--- config.mk ---
export PLATFORM = sky130hd
export DESIGN_NAME = sub_node_slot_receive_masks
export DESIGN_NICKNAME = d
export VERILOG_FILES = /design/src/pkg/slot_mask_pkg.sv /design/src/rtl/sub_node_slot_receive_masks.sv /design/src/rtl/slot_select.sv
export SDC_FILE = /design/constraint.sdc
export NUM_CORES = 1
export LEC_CHECK = 0
export ABC_CLOCK_PERIOD_IN_PS = 2200
export BUFFER_PORTS_ARGS = -buffer_cell sky130_fd_sc_hd__clkbuf_2
export CELL_PAD_IN_SITES_DETAIL_PLACEMENT = 1
export CELL_PAD_IN_SITES_GLOBAL_PLACEMENT = 1
export CORE_UTILIZATION = 33
export DETAILED_ROUTE_END_ITERATION = 12
export HOLD_SLACK_MARGIN = 0.08
export PLACE_DENSITY_LB_ADDON = 0.3
export SLEW_MARGIN = 20
export SYNTH_ARGS = -nofsm -noshare
export SYNTH_HDL_FRONTEND = slang
export SYNTH_SLANG_ARGS = --single-unit
--- constraint.sdc ---
create_clock -name aclk -period 2.2 [get_ports aclk]
set_input_delay 0.44 -clock aclk [delete_from_list [all_inputs] [get_ports aclk]]
set_output_delay 0.44 -clock aclk [all_outputs]
set_load 0.01 [all_outputs]
--- src/pkg/slot_mask_pkg.sv ---
// shared constants for the subordinate node slot receive mask block
package slot_mask_pkg;

   // axi4-lite geometry
   localparam int unsigned ADDR_W      = 9;
   localparam int unsigned DATA_W      = 32;
   localparam int unsigned IDX_LSB     = 2;
   localparam int unsigned IDX_W       = 7;

   // register indices; byte address is four times the index
   localparam logic [IDX_W-1:0] IDX_UP_MASK_8_15  = 7'h61;
   localparam logic [IDX_W-1:0] IDX_UP_MASK_16_23 = 7'h62;
   localparam logic [IDX_W-1:0] IDX_UP_MASK_24_31 = 7'h63;
   localparam logic [IDX_W-1:0] IDX_UP_SKIP       = 7'h64;
   localparam logic [IDX_W-1:0] IDX_DN_MASK_0_7   = 7'h65;
   localparam logic [IDX_W-1:0] IDX_STRUCT_CTRL   = 7'h6E;

   // field layout
   localparam int unsigned MASK_W      = 8;
   localparam int unsigned UP_MASK_W   = 24;
   localparam int unsigned SKIP_W      = 5;
   localparam int unsigned SLOT_W      = 5;
   localparam int unsigned CHAN_W      = 6;
   localparam int unsigned UP_BASE     = 8;
   localparam int unsigned COMMIT_BIT  = 0;
   localparam int unsigned PENDING_BIT = 0;
   localparam int unsigned ACTIVE_BIT  = 1;

   // reset values
   localparam logic [UP_MASK_W-1:0] UP_MASK_RST = 24'h000000;
   localparam logic [MASK_W-1:0]    DN_MASK_RST = 8'h00;
   localparam logic [SKIP_W-1:0]    SKIP_RST    = 5'h00;

   // axi responses
   localparam logic [1:0] RESP_OKAY   = 2'h0;
   localparam logic [1:0] RESP_SLVERR = 2'h2;

   // bus slave states, gray coded: idle to either response is one bit
   typedef enum logic [1:0]
   {
      BUS_IDLE       = 2'b00,
      BUS_WRITE_RESP = 2'b01,
      BUS_READ_DATA  = 2'b10
   } bus_state_t;

endpackage : slot_mask_pkg

--- src/rtl/sub_node_slot_receive_masks.sv ---
// slot receive masks, channel skip and structure commit of a subordinate node
//
// The AXI4-Lite register port was left to the implementer.
`timescale 1ns/1ps
`default_nettype none
// Functional notes
// upstream slot 16+n is received only when mask bit n is set
// upstream slot 24+n is received only when mask bit n is set
// mask bits 3..0 enable upstream slots 11..8
// downstream mask bit n enables reception of downstream slot n
// received upstream slots follow received downstream slots on the serial port
// mask and skip writes act only after a new-structure commit
// 5-bit skip count of local input channels before upstream placement
// with no downstream mask bit set, take the local downstream slot count
// mask bits 7..4 enable upstream slots 15..12
// active copies load together at commit, never mixed within a superframe
module sub_node_slot_receive_masks
   import slot_mask_pkg::*;
(
   // clock and synchronous reset
   input  wire logic              aclk,
   input  wire logic              aresetn,

   // axi4-lite register port
   input  wire logic [ADDR_W-1:0] s_axi_awaddr,
   input  wire logic [2:0]        s_axi_awprot,
   input  wire logic              s_axi_awvalid,
   output logic                   s_axi_awready,
   input  wire logic [DATA_W-1:0] s_axi_wdata,
   input  wire logic [3:0]        s_axi_wstrb,
   input  wire logic              s_axi_wvalid,
   output logic                   s_axi_wready,
   output logic [1:0]             s_axi_bresp,
   output logic                   s_axi_bvalid,
   input  wire logic              s_axi_bready,
   input  wire logic [ADDR_W-1:0] s_axi_araddr,
   input  wire logic [2:0]        s_axi_arprot,
   input  wire logic              s_axi_arvalid,
   output logic                   s_axi_arready,
   output logic [DATA_W-1:0]      s_axi_rdata,
   output logic [1:0]             s_axi_rresp,
   output logic                   s_axi_rvalid,
   input  wire logic              s_axi_rready,

   // bus slot offers, same clock as the register port
   input  wire logic              superframe_start,
   input  wire logic              bus_slot_valid,
   input  wire logic              bus_slot_upstream,
   input  wire logic [SLOT_W-1:0] bus_slot_index,
   input  wire logic [CHAN_W-1:0] local_downstream_slot_count,

   // local serial or pulse-density input channels
   input  wire logic              local_ch_valid,
   input  wire logic [SKIP_W-1:0] local_ch_index,

   // decisions, all registered
   output logic                   slot_rx_take,
   output logic [CHAN_W-1:0]      slot_rx_channel,
   output logic                   local_ch_to_bus,
   output logic [SKIP_W-1:0]      local_ch_bus_position,
   output logic                   structure_applied
);

   typedef struct packed
   {
      // register port handshake
      bus_state_t             st;
      logic                   aw_held;
      logic [IDX_W-1:0]       aw_idx;
      logic                   w_held;
      logic [MASK_W-1:0]      w_data;
      logic                   w_lane0;
      logic                   aw_ready;
      logic                   w_ready;
      logic                   ar_ready;
      logic                   b_valid;
      logic [1:0]             b_resp;
      logic                   r_valid;
      logic [DATA_W-1:0]      r_data;
      logic [1:0]             r_resp;

      // software-visible pending copies
      logic [UP_MASK_W-1:0]   pend_up;
      logic [MASK_W-1:0]      pend_dn;
      logic [SKIP_W-1:0]      pend_skip;

      // copies the slot logic runs on
      logic [UP_MASK_W-1:0]   act_up;
      logic [MASK_W-1:0]      act_dn;
      logic [SKIP_W-1:0]      act_skip;

      // commit bookkeeping
      logic                   armed;
      logic                   ever_applied;

      // per-superframe counting and decisions
      logic [CHAN_W-1:0]      dn_taken;
      logic [CHAN_W-1:0]      up_taken;
      logic                   take;
      logic [CHAN_W-1:0]      channel;
      logic                   to_bus;
      logic [SKIP_W-1:0]      bus_pos;
      logic                   applied;
   } state_t;

   // one state value and its next copy; bus slave and slot logic share it
   state_t r;
   state_t next_r;
   logic   slot_take;

   // decode shared by the write and read paths
   // the control index is our own; it carries commit and status
   function automatic logic is_mapped(input logic [IDX_W-1:0] idx);
      case (idx)
         IDX_UP_MASK_8_15,
         IDX_UP_MASK_16_23,
         IDX_UP_MASK_24_31,
         IDX_UP_SKIP,
         IDX_DN_MASK_0_7,
         IDX_STRUCT_CTRL: is_mapped = 1'b1;
         default:         is_mapped = 1'b0;
      endcase
   endfunction : is_mapped

   // software reads the pending copies, not the active ones
   // unused bits read as zero, so a read value may be written back
   function automatic logic [DATA_W-1:0] read_word(input state_t s,
                                                   input logic [IDX_W-1:0] idx);
      read_word = '0;
      case (idx)
         IDX_UP_MASK_8_15:  read_word[MASK_W-1:0] = s.pend_up[7:0];
         IDX_UP_MASK_16_23: read_word[MASK_W-1:0] = s.pend_up[15:8];
         IDX_UP_MASK_24_31: read_word[MASK_W-1:0] = s.pend_up[23:16];
         IDX_UP_SKIP:       read_word[SKIP_W-1:0] = s.pend_skip;
         IDX_DN_MASK_0_7:   read_word[MASK_W-1:0] = s.pend_dn;
         // status: commit pending, and settings applied at least once
         IDX_STRUCT_CTRL:
         begin
            read_word[PENDING_BIT] = s.armed;
            read_word[ACTIVE_BIT]  = s.ever_applied;
         end
         default:           read_word = '0;
      endcase
   endfunction : read_word

   // the slot decision sees only the active copies
   slot_select u_slot_select
   (
      .up_mask    (r.act_up),
      .dn_mask    (r.act_dn),
      .ldn_count  (local_downstream_slot_count),
      .dn_taken   (r.dn_taken),
      .upstream   (bus_slot_upstream),
      .slot_index (bus_slot_index),
      .take       (slot_take)
   );

   // whole next state; bus slave, pending/active copies, slot counting
   // every field starts from its old value, so a silent path holds it
   always_comb
   begin
      logic aw_fire;
      logic w_fire;
      logic ar_fire;
      logic do_write;
      logic commit_wr;
      logic load;

      next_r    = r;
      aw_fire   = s_axi_awvalid & r.aw_ready;
      w_fire    = s_axi_wvalid & r.w_ready;
      ar_fire   = s_axi_arvalid & r.ar_ready;
      do_write  = 1'b0;
      commit_wr = 1'b0;
      load      = superframe_start & r.armed;

      // address and data may arrive in either order
      // each half is held until the other one arrives
      if (aw_fire)
      begin
         next_r.aw_held = 1'b1;
         next_r.aw_idx  = s_axi_awaddr[IDX_LSB +: IDX_W];
      end
      if (w_fire)
      begin
         next_r.w_held  = 1'b1;
         next_r.w_data  = s_axi_wdata[MASK_W-1:0];
         next_r.w_lane0 = s_axi_wstrb[0];
      end

      // one transfer at a time; a held write goes first
      case (r.st)
         BUS_IDLE:
         begin
            if (r.aw_held & r.w_held)
            begin
               do_write       = r.w_lane0 & is_mapped(r.aw_idx);
               next_r.aw_held = 1'b0;
               next_r.w_held  = 1'b0;
               next_r.b_valid = 1'b1;
               next_r.b_resp  = is_mapped(r.aw_idx) ? RESP_OKAY : RESP_SLVERR;
               next_r.st      = BUS_WRITE_RESP;
            end
            // a read starts only from idle, never beside a write
            else if (ar_fire)
            begin
               next_r.r_valid = 1'b1;
               next_r.r_data  = read_word(r, s_axi_araddr[IDX_LSB +: IDX_W]);
               next_r.r_resp  = is_mapped(s_axi_araddr[IDX_LSB +: IDX_W]) ?
                                RESP_OKAY : RESP_SLVERR;
               next_r.st      = BUS_READ_DATA;
            end
         end
         // the response stands until the master takes it
         BUS_WRITE_RESP:
         begin
            if (s_axi_bready)
            begin
               next_r.b_valid = 1'b0;
               next_r.st      = BUS_IDLE;
            end
         end
         // read data stay registered while rvalid stands
         BUS_READ_DATA:
         begin
            if (s_axi_rready)
            begin
               next_r.r_valid = 1'b0;
               next_r.st      = BUS_IDLE;
            end
         end
         // an unused state code returns to idle, no answer pending
         default:
         begin
            next_r.st      = BUS_IDLE;
            next_r.b_valid = 1'b0;
            next_r.r_valid = 1'b0;
         end
      endcase

      // readies are registered; a read waits while half a write is held
      // arready drops at the edge that takes an address, never counts twice
      next_r.aw_ready = (next_r.st == BUS_IDLE) & ~next_r.aw_held;
      next_r.w_ready  = (next_r.st == BUS_IDLE) & ~next_r.w_held;
      next_r.ar_ready = (next_r.st == BUS_IDLE) & ~next_r.aw_held
                        & ~next_r.w_held & ~ar_fire;

      // writes land in the pending copies only
      // with byte lane zero off a write is answered but changes nothing
      if (do_write)
      begin
         case (r.aw_idx)
            IDX_UP_MASK_8_15:  next_r.pend_up[7:0]   = r.w_data;
            IDX_UP_MASK_16_23: next_r.pend_up[15:8]  = r.w_data;
            IDX_UP_MASK_24_31: next_r.pend_up[23:16] = r.w_data;
            IDX_UP_SKIP:       next_r.pend_skip      = r.w_data[SKIP_W-1:0];
            IDX_DN_MASK_0_7:   next_r.pend_dn        = r.w_data;
            IDX_STRUCT_CTRL:   commit_wr             = r.w_data[COMMIT_BIT];
            default:           commit_wr             = 1'b0;
         endcase
      end

      // commit arms; the swap waits for a superframe boundary so that
      // a running superframe never sees a mix of old and new settings
      next_r.applied = load;
      if (load)
      begin
         next_r.act_up       = r.pend_up;
         next_r.act_dn       = r.pend_dn;
         next_r.act_skip     = r.pend_skip;
         next_r.ever_applied = 1'b1;
      end
      // set wins, so a commit written at a boundary waits for the next one
      next_r.armed = (r.armed & ~load) | commit_wr;

      // per-superframe slot counting; upstream channels follow downstream
      // six-bit counters: at most 32 slots each way, so no channel wraps
      next_r.take = 1'b0;
      if (superframe_start)
      begin
         next_r.dn_taken = '0;
         next_r.up_taken = '0;
      end
      else if (bus_slot_valid & slot_take)
      begin
         next_r.take = 1'b1;
         // upstream numbers start after every downstream slot taken so far
         if (bus_slot_upstream)
         begin
            next_r.channel  = r.dn_taken + r.up_taken;
            next_r.up_taken = r.up_taken + CHAN_W'(1);
         end
         else
         begin
            next_r.channel  = r.dn_taken;
            next_r.dn_taken = r.dn_taken + CHAN_W'(1);
         end
      end

      // local input channels below the skip count never reach the bus
      // the active skip is used, so a pending change cannot split a frame
      next_r.to_bus = 1'b0;
      if (local_ch_valid & (local_ch_index >= r.act_skip))
      begin
         next_r.to_bus  = 1'b1;
         next_r.bus_pos = local_ch_index - r.act_skip;
      end
   end

   // single state register, synchronous reset
   // copies are reset by package name so a new reset value reaches them
   always_ff @(posedge aclk)
   begin
      if (!aresetn)
      begin
         r          <= '0;
         r.st       <= BUS_IDLE;
         r.pend_up  <= UP_MASK_RST;
         r.pend_dn  <= DN_MASK_RST;
         r.pend_skip<= SKIP_RST;
         r.act_up   <= UP_MASK_RST;
         r.act_dn   <= DN_MASK_RST;
         r.act_skip <= SKIP_RST;
      end
      else
         r <= next_r;
   end

   // all outputs come straight from the state register
   // register port first
   assign s_axi_awready         = r.aw_ready;
   assign s_axi_wready          = r.w_ready;
   assign s_axi_bvalid          = r.b_valid;
   assign s_axi_bresp           = r.b_resp;
   assign s_axi_arready         = r.ar_ready;
   assign s_axi_rvalid          = r.r_valid;
   assign s_axi_rdata           = r.r_data;
   assign s_axi_rresp           = r.r_resp;

   // decisions, each one cycle behind the slot offer, local channel or superframe boundary that caused it
   assign slot_rx_take          = r.take;
   assign slot_rx_channel       = r.channel;
   assign local_ch_to_bus       = r.to_bus;
   assign local_ch_bus_position = r.bus_pos;
   assign structure_applied     = r.applied;

endmodule : sub_node_slot_receive_masks
`default_nettype wire

--- src/rtl/slot_select.sv ---
// per-slot receive decision from the active masks
`timescale 1ns/1ps
`default_nettype none
module slot_select
   import slot_mask_pkg::*;
(
   input  wire logic [UP_MASK_W-1:0] up_mask,
   input  wire logic [MASK_W-1:0]    dn_mask,
   input  wire logic [CHAN_W-1:0]    ldn_count,
   input  wire logic [CHAN_W-1:0]    dn_taken,
   input  wire logic                 upstream,
   input  wire logic [SLOT_W-1:0]    slot_index,
   output logic                      take
);

   logic [SLOT_W-1:0] up_bit;

   // upstream slots below the base belong to the mask kept outside
   always_comb
   begin
      up_bit = slot_index - SLOT_W'(UP_BASE);
      take   = 1'b0;
      if (upstream)
      begin
         if (slot_index >= SLOT_W'(UP_BASE))
            take = up_mask[up_bit];
      end
      else if (dn_mask == DN_MASK_RST)
         take = (dn_taken < ldn_count);
      else if (slot_index < SLOT_W'(MASK_W))
         take = dn_mask[slot_index[2:0]];
   end

endmodule : slot_select
`default_nettype wire

* Word-level counts from Yosys, hierarchy flattened
Index checks and enable logic that the tools add are counted.
** Word-level totals
- Output and inout port bits :: 55
- Logic and storage cells :: 148
- Bits in registers :: 139
** Operators by class
- Magnitude comparators :: 6
- Reductions and logical operators :: 18
- Add/subtract/negate cells :: 5
- Equal/unequal tests :: 19
- Multiplexer cells :: 45
- Bitwise gates (word level) :: 24
** Operator list (count)
- $eq 7x7->1 const B :: 12
- $mux 35 :: 2
- $mux 1 :: 23
- $reduce_and 2->1 :: 9
- $pmux 3 s5 :: 1
- $and 1x1->1 :: 13
- $add 6x1->6 const B :: 2
- $mux 2 :: 6
- $mux 6 :: 2
- $pmux 2 s6 :: 1
- $pmux 3 s4 :: 1
- $reduce_or 6->1 :: 2
- $mux 10 :: 1
- $ne 2x2->1 const B :: 5
- $not 1->1 :: 10
- $logic_not 8->1 :: 1
- $mux 8 :: 1
- $mux 7 :: 1
- $add 6x6->6 :: 1
- $lt 5x6->1 const B :: 1
- $lt 6x6->1 :: 1
- $pmux 1 s3 :: 2
- $pmux 2 s3 :: 1
- $reduce_and 3->1 :: 2
- 15 further kinds :: 16

* Logic depth before layout (Yosys ltp)
- Depth after elaboration :: 10
- Gate-level depth with buffers :: 9
- Mapped depth without buffers :: 9

* By module
From an unflattened synthesis, not the netlist that was laid out.
** Second synthesis, totals
- Cells, all modules :: 763
- Area, all modules :: 6688.9 um2
** By module, submodules not included
- sub_node_slot_receive_masks :: sequential area each 2742.6 um2, cells each 708, times used 1, area each 6192.2 um2
- slot_select :: sequential area each 0.0 um2, cells each 55, times used 1, area each 496.7 um2

* Worst setup path before layout
No wires, ideal clock.
- Kind :: input to register
- Start :: input local_downstream_slot_count[4]
- End :: register r[21] in the netlist's numbering
- Buffers on the path :: 1
- Setup slack :: 0.150 ns
- Data required time :: 2.073 ns
- Cell stages on the path :: 9
- Data arrival time :: 1.923 ns
- Setup time :: 0.127 ns
- Path through :: inv_1 ha_1 a21oi_1 o2111ai_1 a41o_1 buf_2 a21oi_1 mux2i_1 nor2_1
** On the way
- Word-level cells in the longest chain between the ends :: 5
** Ends and longest elaborated chain
- start, declared :: RTL line sub_node_slot_receive_masks.sv:50 : input wire logic [CHAN_W-1:0] local_downstream_slot_count,
- $lt 6x6->1 :: RTL line slot_select.sv:29 : take = (dn_taken < ldn_count);
- $mux 1 :: RTL line slot_select.sv:28 : else if (dn_mask == DN_MASK_RST)
- $mux 1 :: RTL line slot_select.sv:23 : if (upstream)
- $and 1x1->1 :: RTL line sub_node_slot_receive_masks.sv:284 : else if (bus_slot_valid & slot_take)
- $reduce_and 2->1 (no source line)
- end signal, assigned :: RTL line sub_node_slot_receive_masks.sv:326 : r <= next_r;
- end, declared :: RTL line sub_node_slot_receive_masks.sv:107 : state_t r;
No other way between the ends.
A chain may end at the register's enable or synchronous reset.

* Worst setup path after layout
- Start :: register r[22] in the netlist's numbering
- End :: register r[17] in the netlist's numbering
** On the way
- Word-level cells in the longest chain between the ends :: 5
** Ends and longest elaborated chain (RTL line)
- $lt 6x6->1 :: slot_select.sv:29
- $mux 1 :: slot_select.sv:28
- $mux 1 :: slot_select.sv:23
- $and 1x1->1 :: sub_node_slot_receive_masks.sv:284
- $reduce_and 2->1 (no source line)
No other way between the ends.

==> impl_metrics.py <==
metrics = {
    "yosys": {
        "syn_avg_cell_area_um2": 8.58,
        "ys_ff_latch": 137,
        "synthCells": 784,
        "async_flop_share_pct": 0,
        "synth.distinct_cells": 65,
        "syn_area_um2": 6730,
        "seq_area_frac_synth_pct": 40.8,
        "ys.flop_type": "dfxtp_1",
        "yosys_warnings": 0,
        "synth-edff-count": 0,
    },
    "sta": {
        "rsz0062_at_grt": "false",
        "slew_violations": 0,
        "fmax_mhz": 497,
        "skew_ns": 0.00922,
        "fin_ws_ns": 0.187,
        "holdWs_ns": 0.235,
        "finalSetupTns_ns": 0,
        "max_slew_margin_pct": 56.4,
        "hold_viol": 0,
        "max_slew.worst_pin.slew_ns": 0.652,
        "fin_crit_ns": 2.01,
        "final-setup-viol-count": 0,
        "fin_crit_sh_pct": 91.5,
    },
    "floorplanning": {
        "initial_core_util_pct": 34.1,
        "die_y_um": 145,
        "dieArea_um2": 21000,
        "pin_count": 142,
        "core_area_um2": 19700,
        "row_count": 51,
        "die_w_um": 145,
    },
    "layout": {
        "drive_above_1_share_pct": 20.8,
        "stdcell_area_um2": 8030,
        "nets": 972,
        "layout_commonest_cell": "dfxtp_1",
        "mostFrequentLayoutCells": "dfxtp_1, nand2_1, a21oi_1",
        "final_util_pct": 40.7,
        "multi_input_area_um2": 3470,
        "diodes": 0,
        "regArea_um2": 2740,
        "layoutNonFillerInstCount": 1141,
        "syn2layout_area_growth_pct": 19.3,
        "fillers": 2330,
    },
    "hold_path": {
        "hold_path.class": "in -> reg",
    },
    "setup_path": {
        "cpPeakStageDelay_ns": 0.37,
        "crit_path_end_kind": "flop",
        "path_delay_family": "compound AO/OA/AOI/OAI gates",
        "r2r_setup_slack_ns": 0.19,
        "path_cells": "ha_1 -> a21oi_1 -> o21ai_0 -> a41o_2 -> a21oi_1 -> buf_4 -> a21o_1 -> a21oi_1",
        "crit_arrival_ns": 2.31,
        "cpMostUsedCell": "a21oi_1",
        "start_kind": "flop",
        "required_ns": 2.50,
        "path_max_fanout": 7,
        "path_class": "reg -> reg",
        "critical_path_buf_inv_count": 1,
        "cpMaxStageDelayCell": "a41o_2",
    },
    "placement": {
        "hpwl_um": 13500,
        "place_ws_ns": -0.190,
        "port-buffer-count": 78,
        "place_area_um2": 7390,
        "gp_congestion": 0.809,
        "placed_cells": 1110,
    },
    "run_status": {
        "status": "completed",
    },
    "routing": {
        "drt_wl_total_um": 18200,
        "drc": 0,
        "dr.pass1.iters": 4,
        "drt.antenna.violating_nets": 0,
        "viasPerCell": 4.91,
        "wl_per_cell_um": 15.9,
        "vias": 5597,
        "drt_iter0_drc": 290,
    },
    "clock_tree": {
        "cts.sinks": 137,
        "root_buffer": "clkbuf_16",
        "post_cts_buffers": 0,
        "clk_latency_ns": 0.42,
        "cts_made_buffers": 17,
        "clock_path_buffers": 2,
        "h-tree-depth": 4,
        "cts.clk_slew.worst_paths_ns": 0.06,
        "postCtsHoldBufs": 0,
        "cts-resized-gates": 0,
        "cts_tree": "built",
    },
    "power": {
        "p_int_mw": 4.70,
        "p_switching_mw": 1.45,
        "sequentialPowerShare_pct": 42.4,
        "p_leak_nw": 3.43,
        "comb_power_share_pct": 8.2,
        "ir_drop_uv": 489,
        "p_sw_share_pct": 23.6,
        "pwr-share-clk_pct": 49.4,
        "power_mw": 6.15,
        "p_per_area_nw_per_um2": 766,
    },
    "grt": {
        "grtUsageTotal_pct": 18.5,
        "grt_first_pass_wirelength_um": 29500,
        "grt_overflow": 0,
        "grt_max_degree": 109,
        "antenna_found_initial": 0,
        "first_global_vias": 5587,
    },
    "flow_run": {
        "drv_cap": 0,
    },
}
## layer usage
metal	track usage (%)	share of wire (%)	wire [um]
met1	23.8	47	8500
met2	30.6	48	8640
met3	3.32	4.0	725
met4	6.93	1.7	304
met5	0	0	0
## worst min-delay path, stage by stage
cell      delay, ns
clkbuf_2       0.08
nand2_1        0.05
a21oi_1        0.05
## flip-flops by register name, summed over array words and instances (netlist names)
register               count
r                        108
s_axi_rdata                8
slot_rx_channel            6
local_ch_bus_position      5
local_ch_to_bus            1
s_axi_arready              1
s_axi_awready              1
s_axi_bresp                1
s_axi_bvalid               1
s_axi_rresp                1
s_axi_rvalid               1
s_axi_wready               1
slot_rx_take               1
structure_applied          1
## kinds of logic (layout without fill, tap and decap cells)
group,after synthesis,in the layout,synth area share (%)
xor+xnor,11,11,1.43
compound gates,150,150,14.1
buf+inv,111,178,9.21
mux,72,72,11.2
flops,137,137,40.8
fa+ha+maj,21,21,4.13
simple gates,281,281,19.2
other cells,1,26,0.0557
## layout make-up
class / instances / area share [%]
Clock buffer: 19 / 5.64
Clock inverter: 12 / 2.17
Inverter: 22 / 1.04
Multi-Input combinational cell: 561 / 43.3
Sequential cell: 137 / 34.2
Tap cell: 265 / 4.13
Timing Repair Buffer: 125 / 9.57
## path summary, 6_finish.rpt
check / cells after the start / end / startpoint
max: 8 / r[17]$_SDFFE_PP0P_ / r[22]$_SDFFE_PP0P_
min: 3 / r[150]$_SDFFE_PN0P_ / s_axi_wdata[6]
max reg2reg: 8 / r[17]$_SDFFE_PP0P_ / r[22]$_SDFFE_PP0P_
min reg2reg: 2 / r[63]$_SDFFE_PN0P_ / r[63]$_SDFFE_PN0P_
## synthesized netlist by cell type (4+ instances only)
library cell	number	share of area, %
inv_1	21	1.2
and2_1	4	0.37
a311oi_1	4	0.52
nor2_1	73	4.1
clkbuf_1	26	1.5
nand3_1	21	1.6
mux2i_1	60	8.9
nand3b_1	7	0.78
xnor2_1	11	1.4
a211oi_1	11	1.2
mux2_2	11	1.8
and3_1	5	0.46
dfxtp_1	137	41
nand2b_1	4	0.37
nor4_1	4	0.37
nand4_1	5	0.46
buf_1	10	0.56
a31oi_1	4	0.37
nand2_1	129	7.2
buf_4	47	5.2
o21ai_0	17	1.3
a221oi_1	5	0.65
nor2b_1	6	0.56
a21oi_1	81	6.0
ha_1	19	3.5
nor3_1	4	0.30
a21o_1	4	0.45
## power groups by stage
stage	Clock (mW)	Sequential (mW)	Combinational, mW
after CTS	3.10	2.60	0.512
after detailed placement	0	2.66	0.510
after global placement	0	2.66	0.503
after global routing	3.21	2.61	0.569
after floorplan	0	2.64	0.377
final	3.04	2.60	0.506
(Power assumes the default switching activity.)
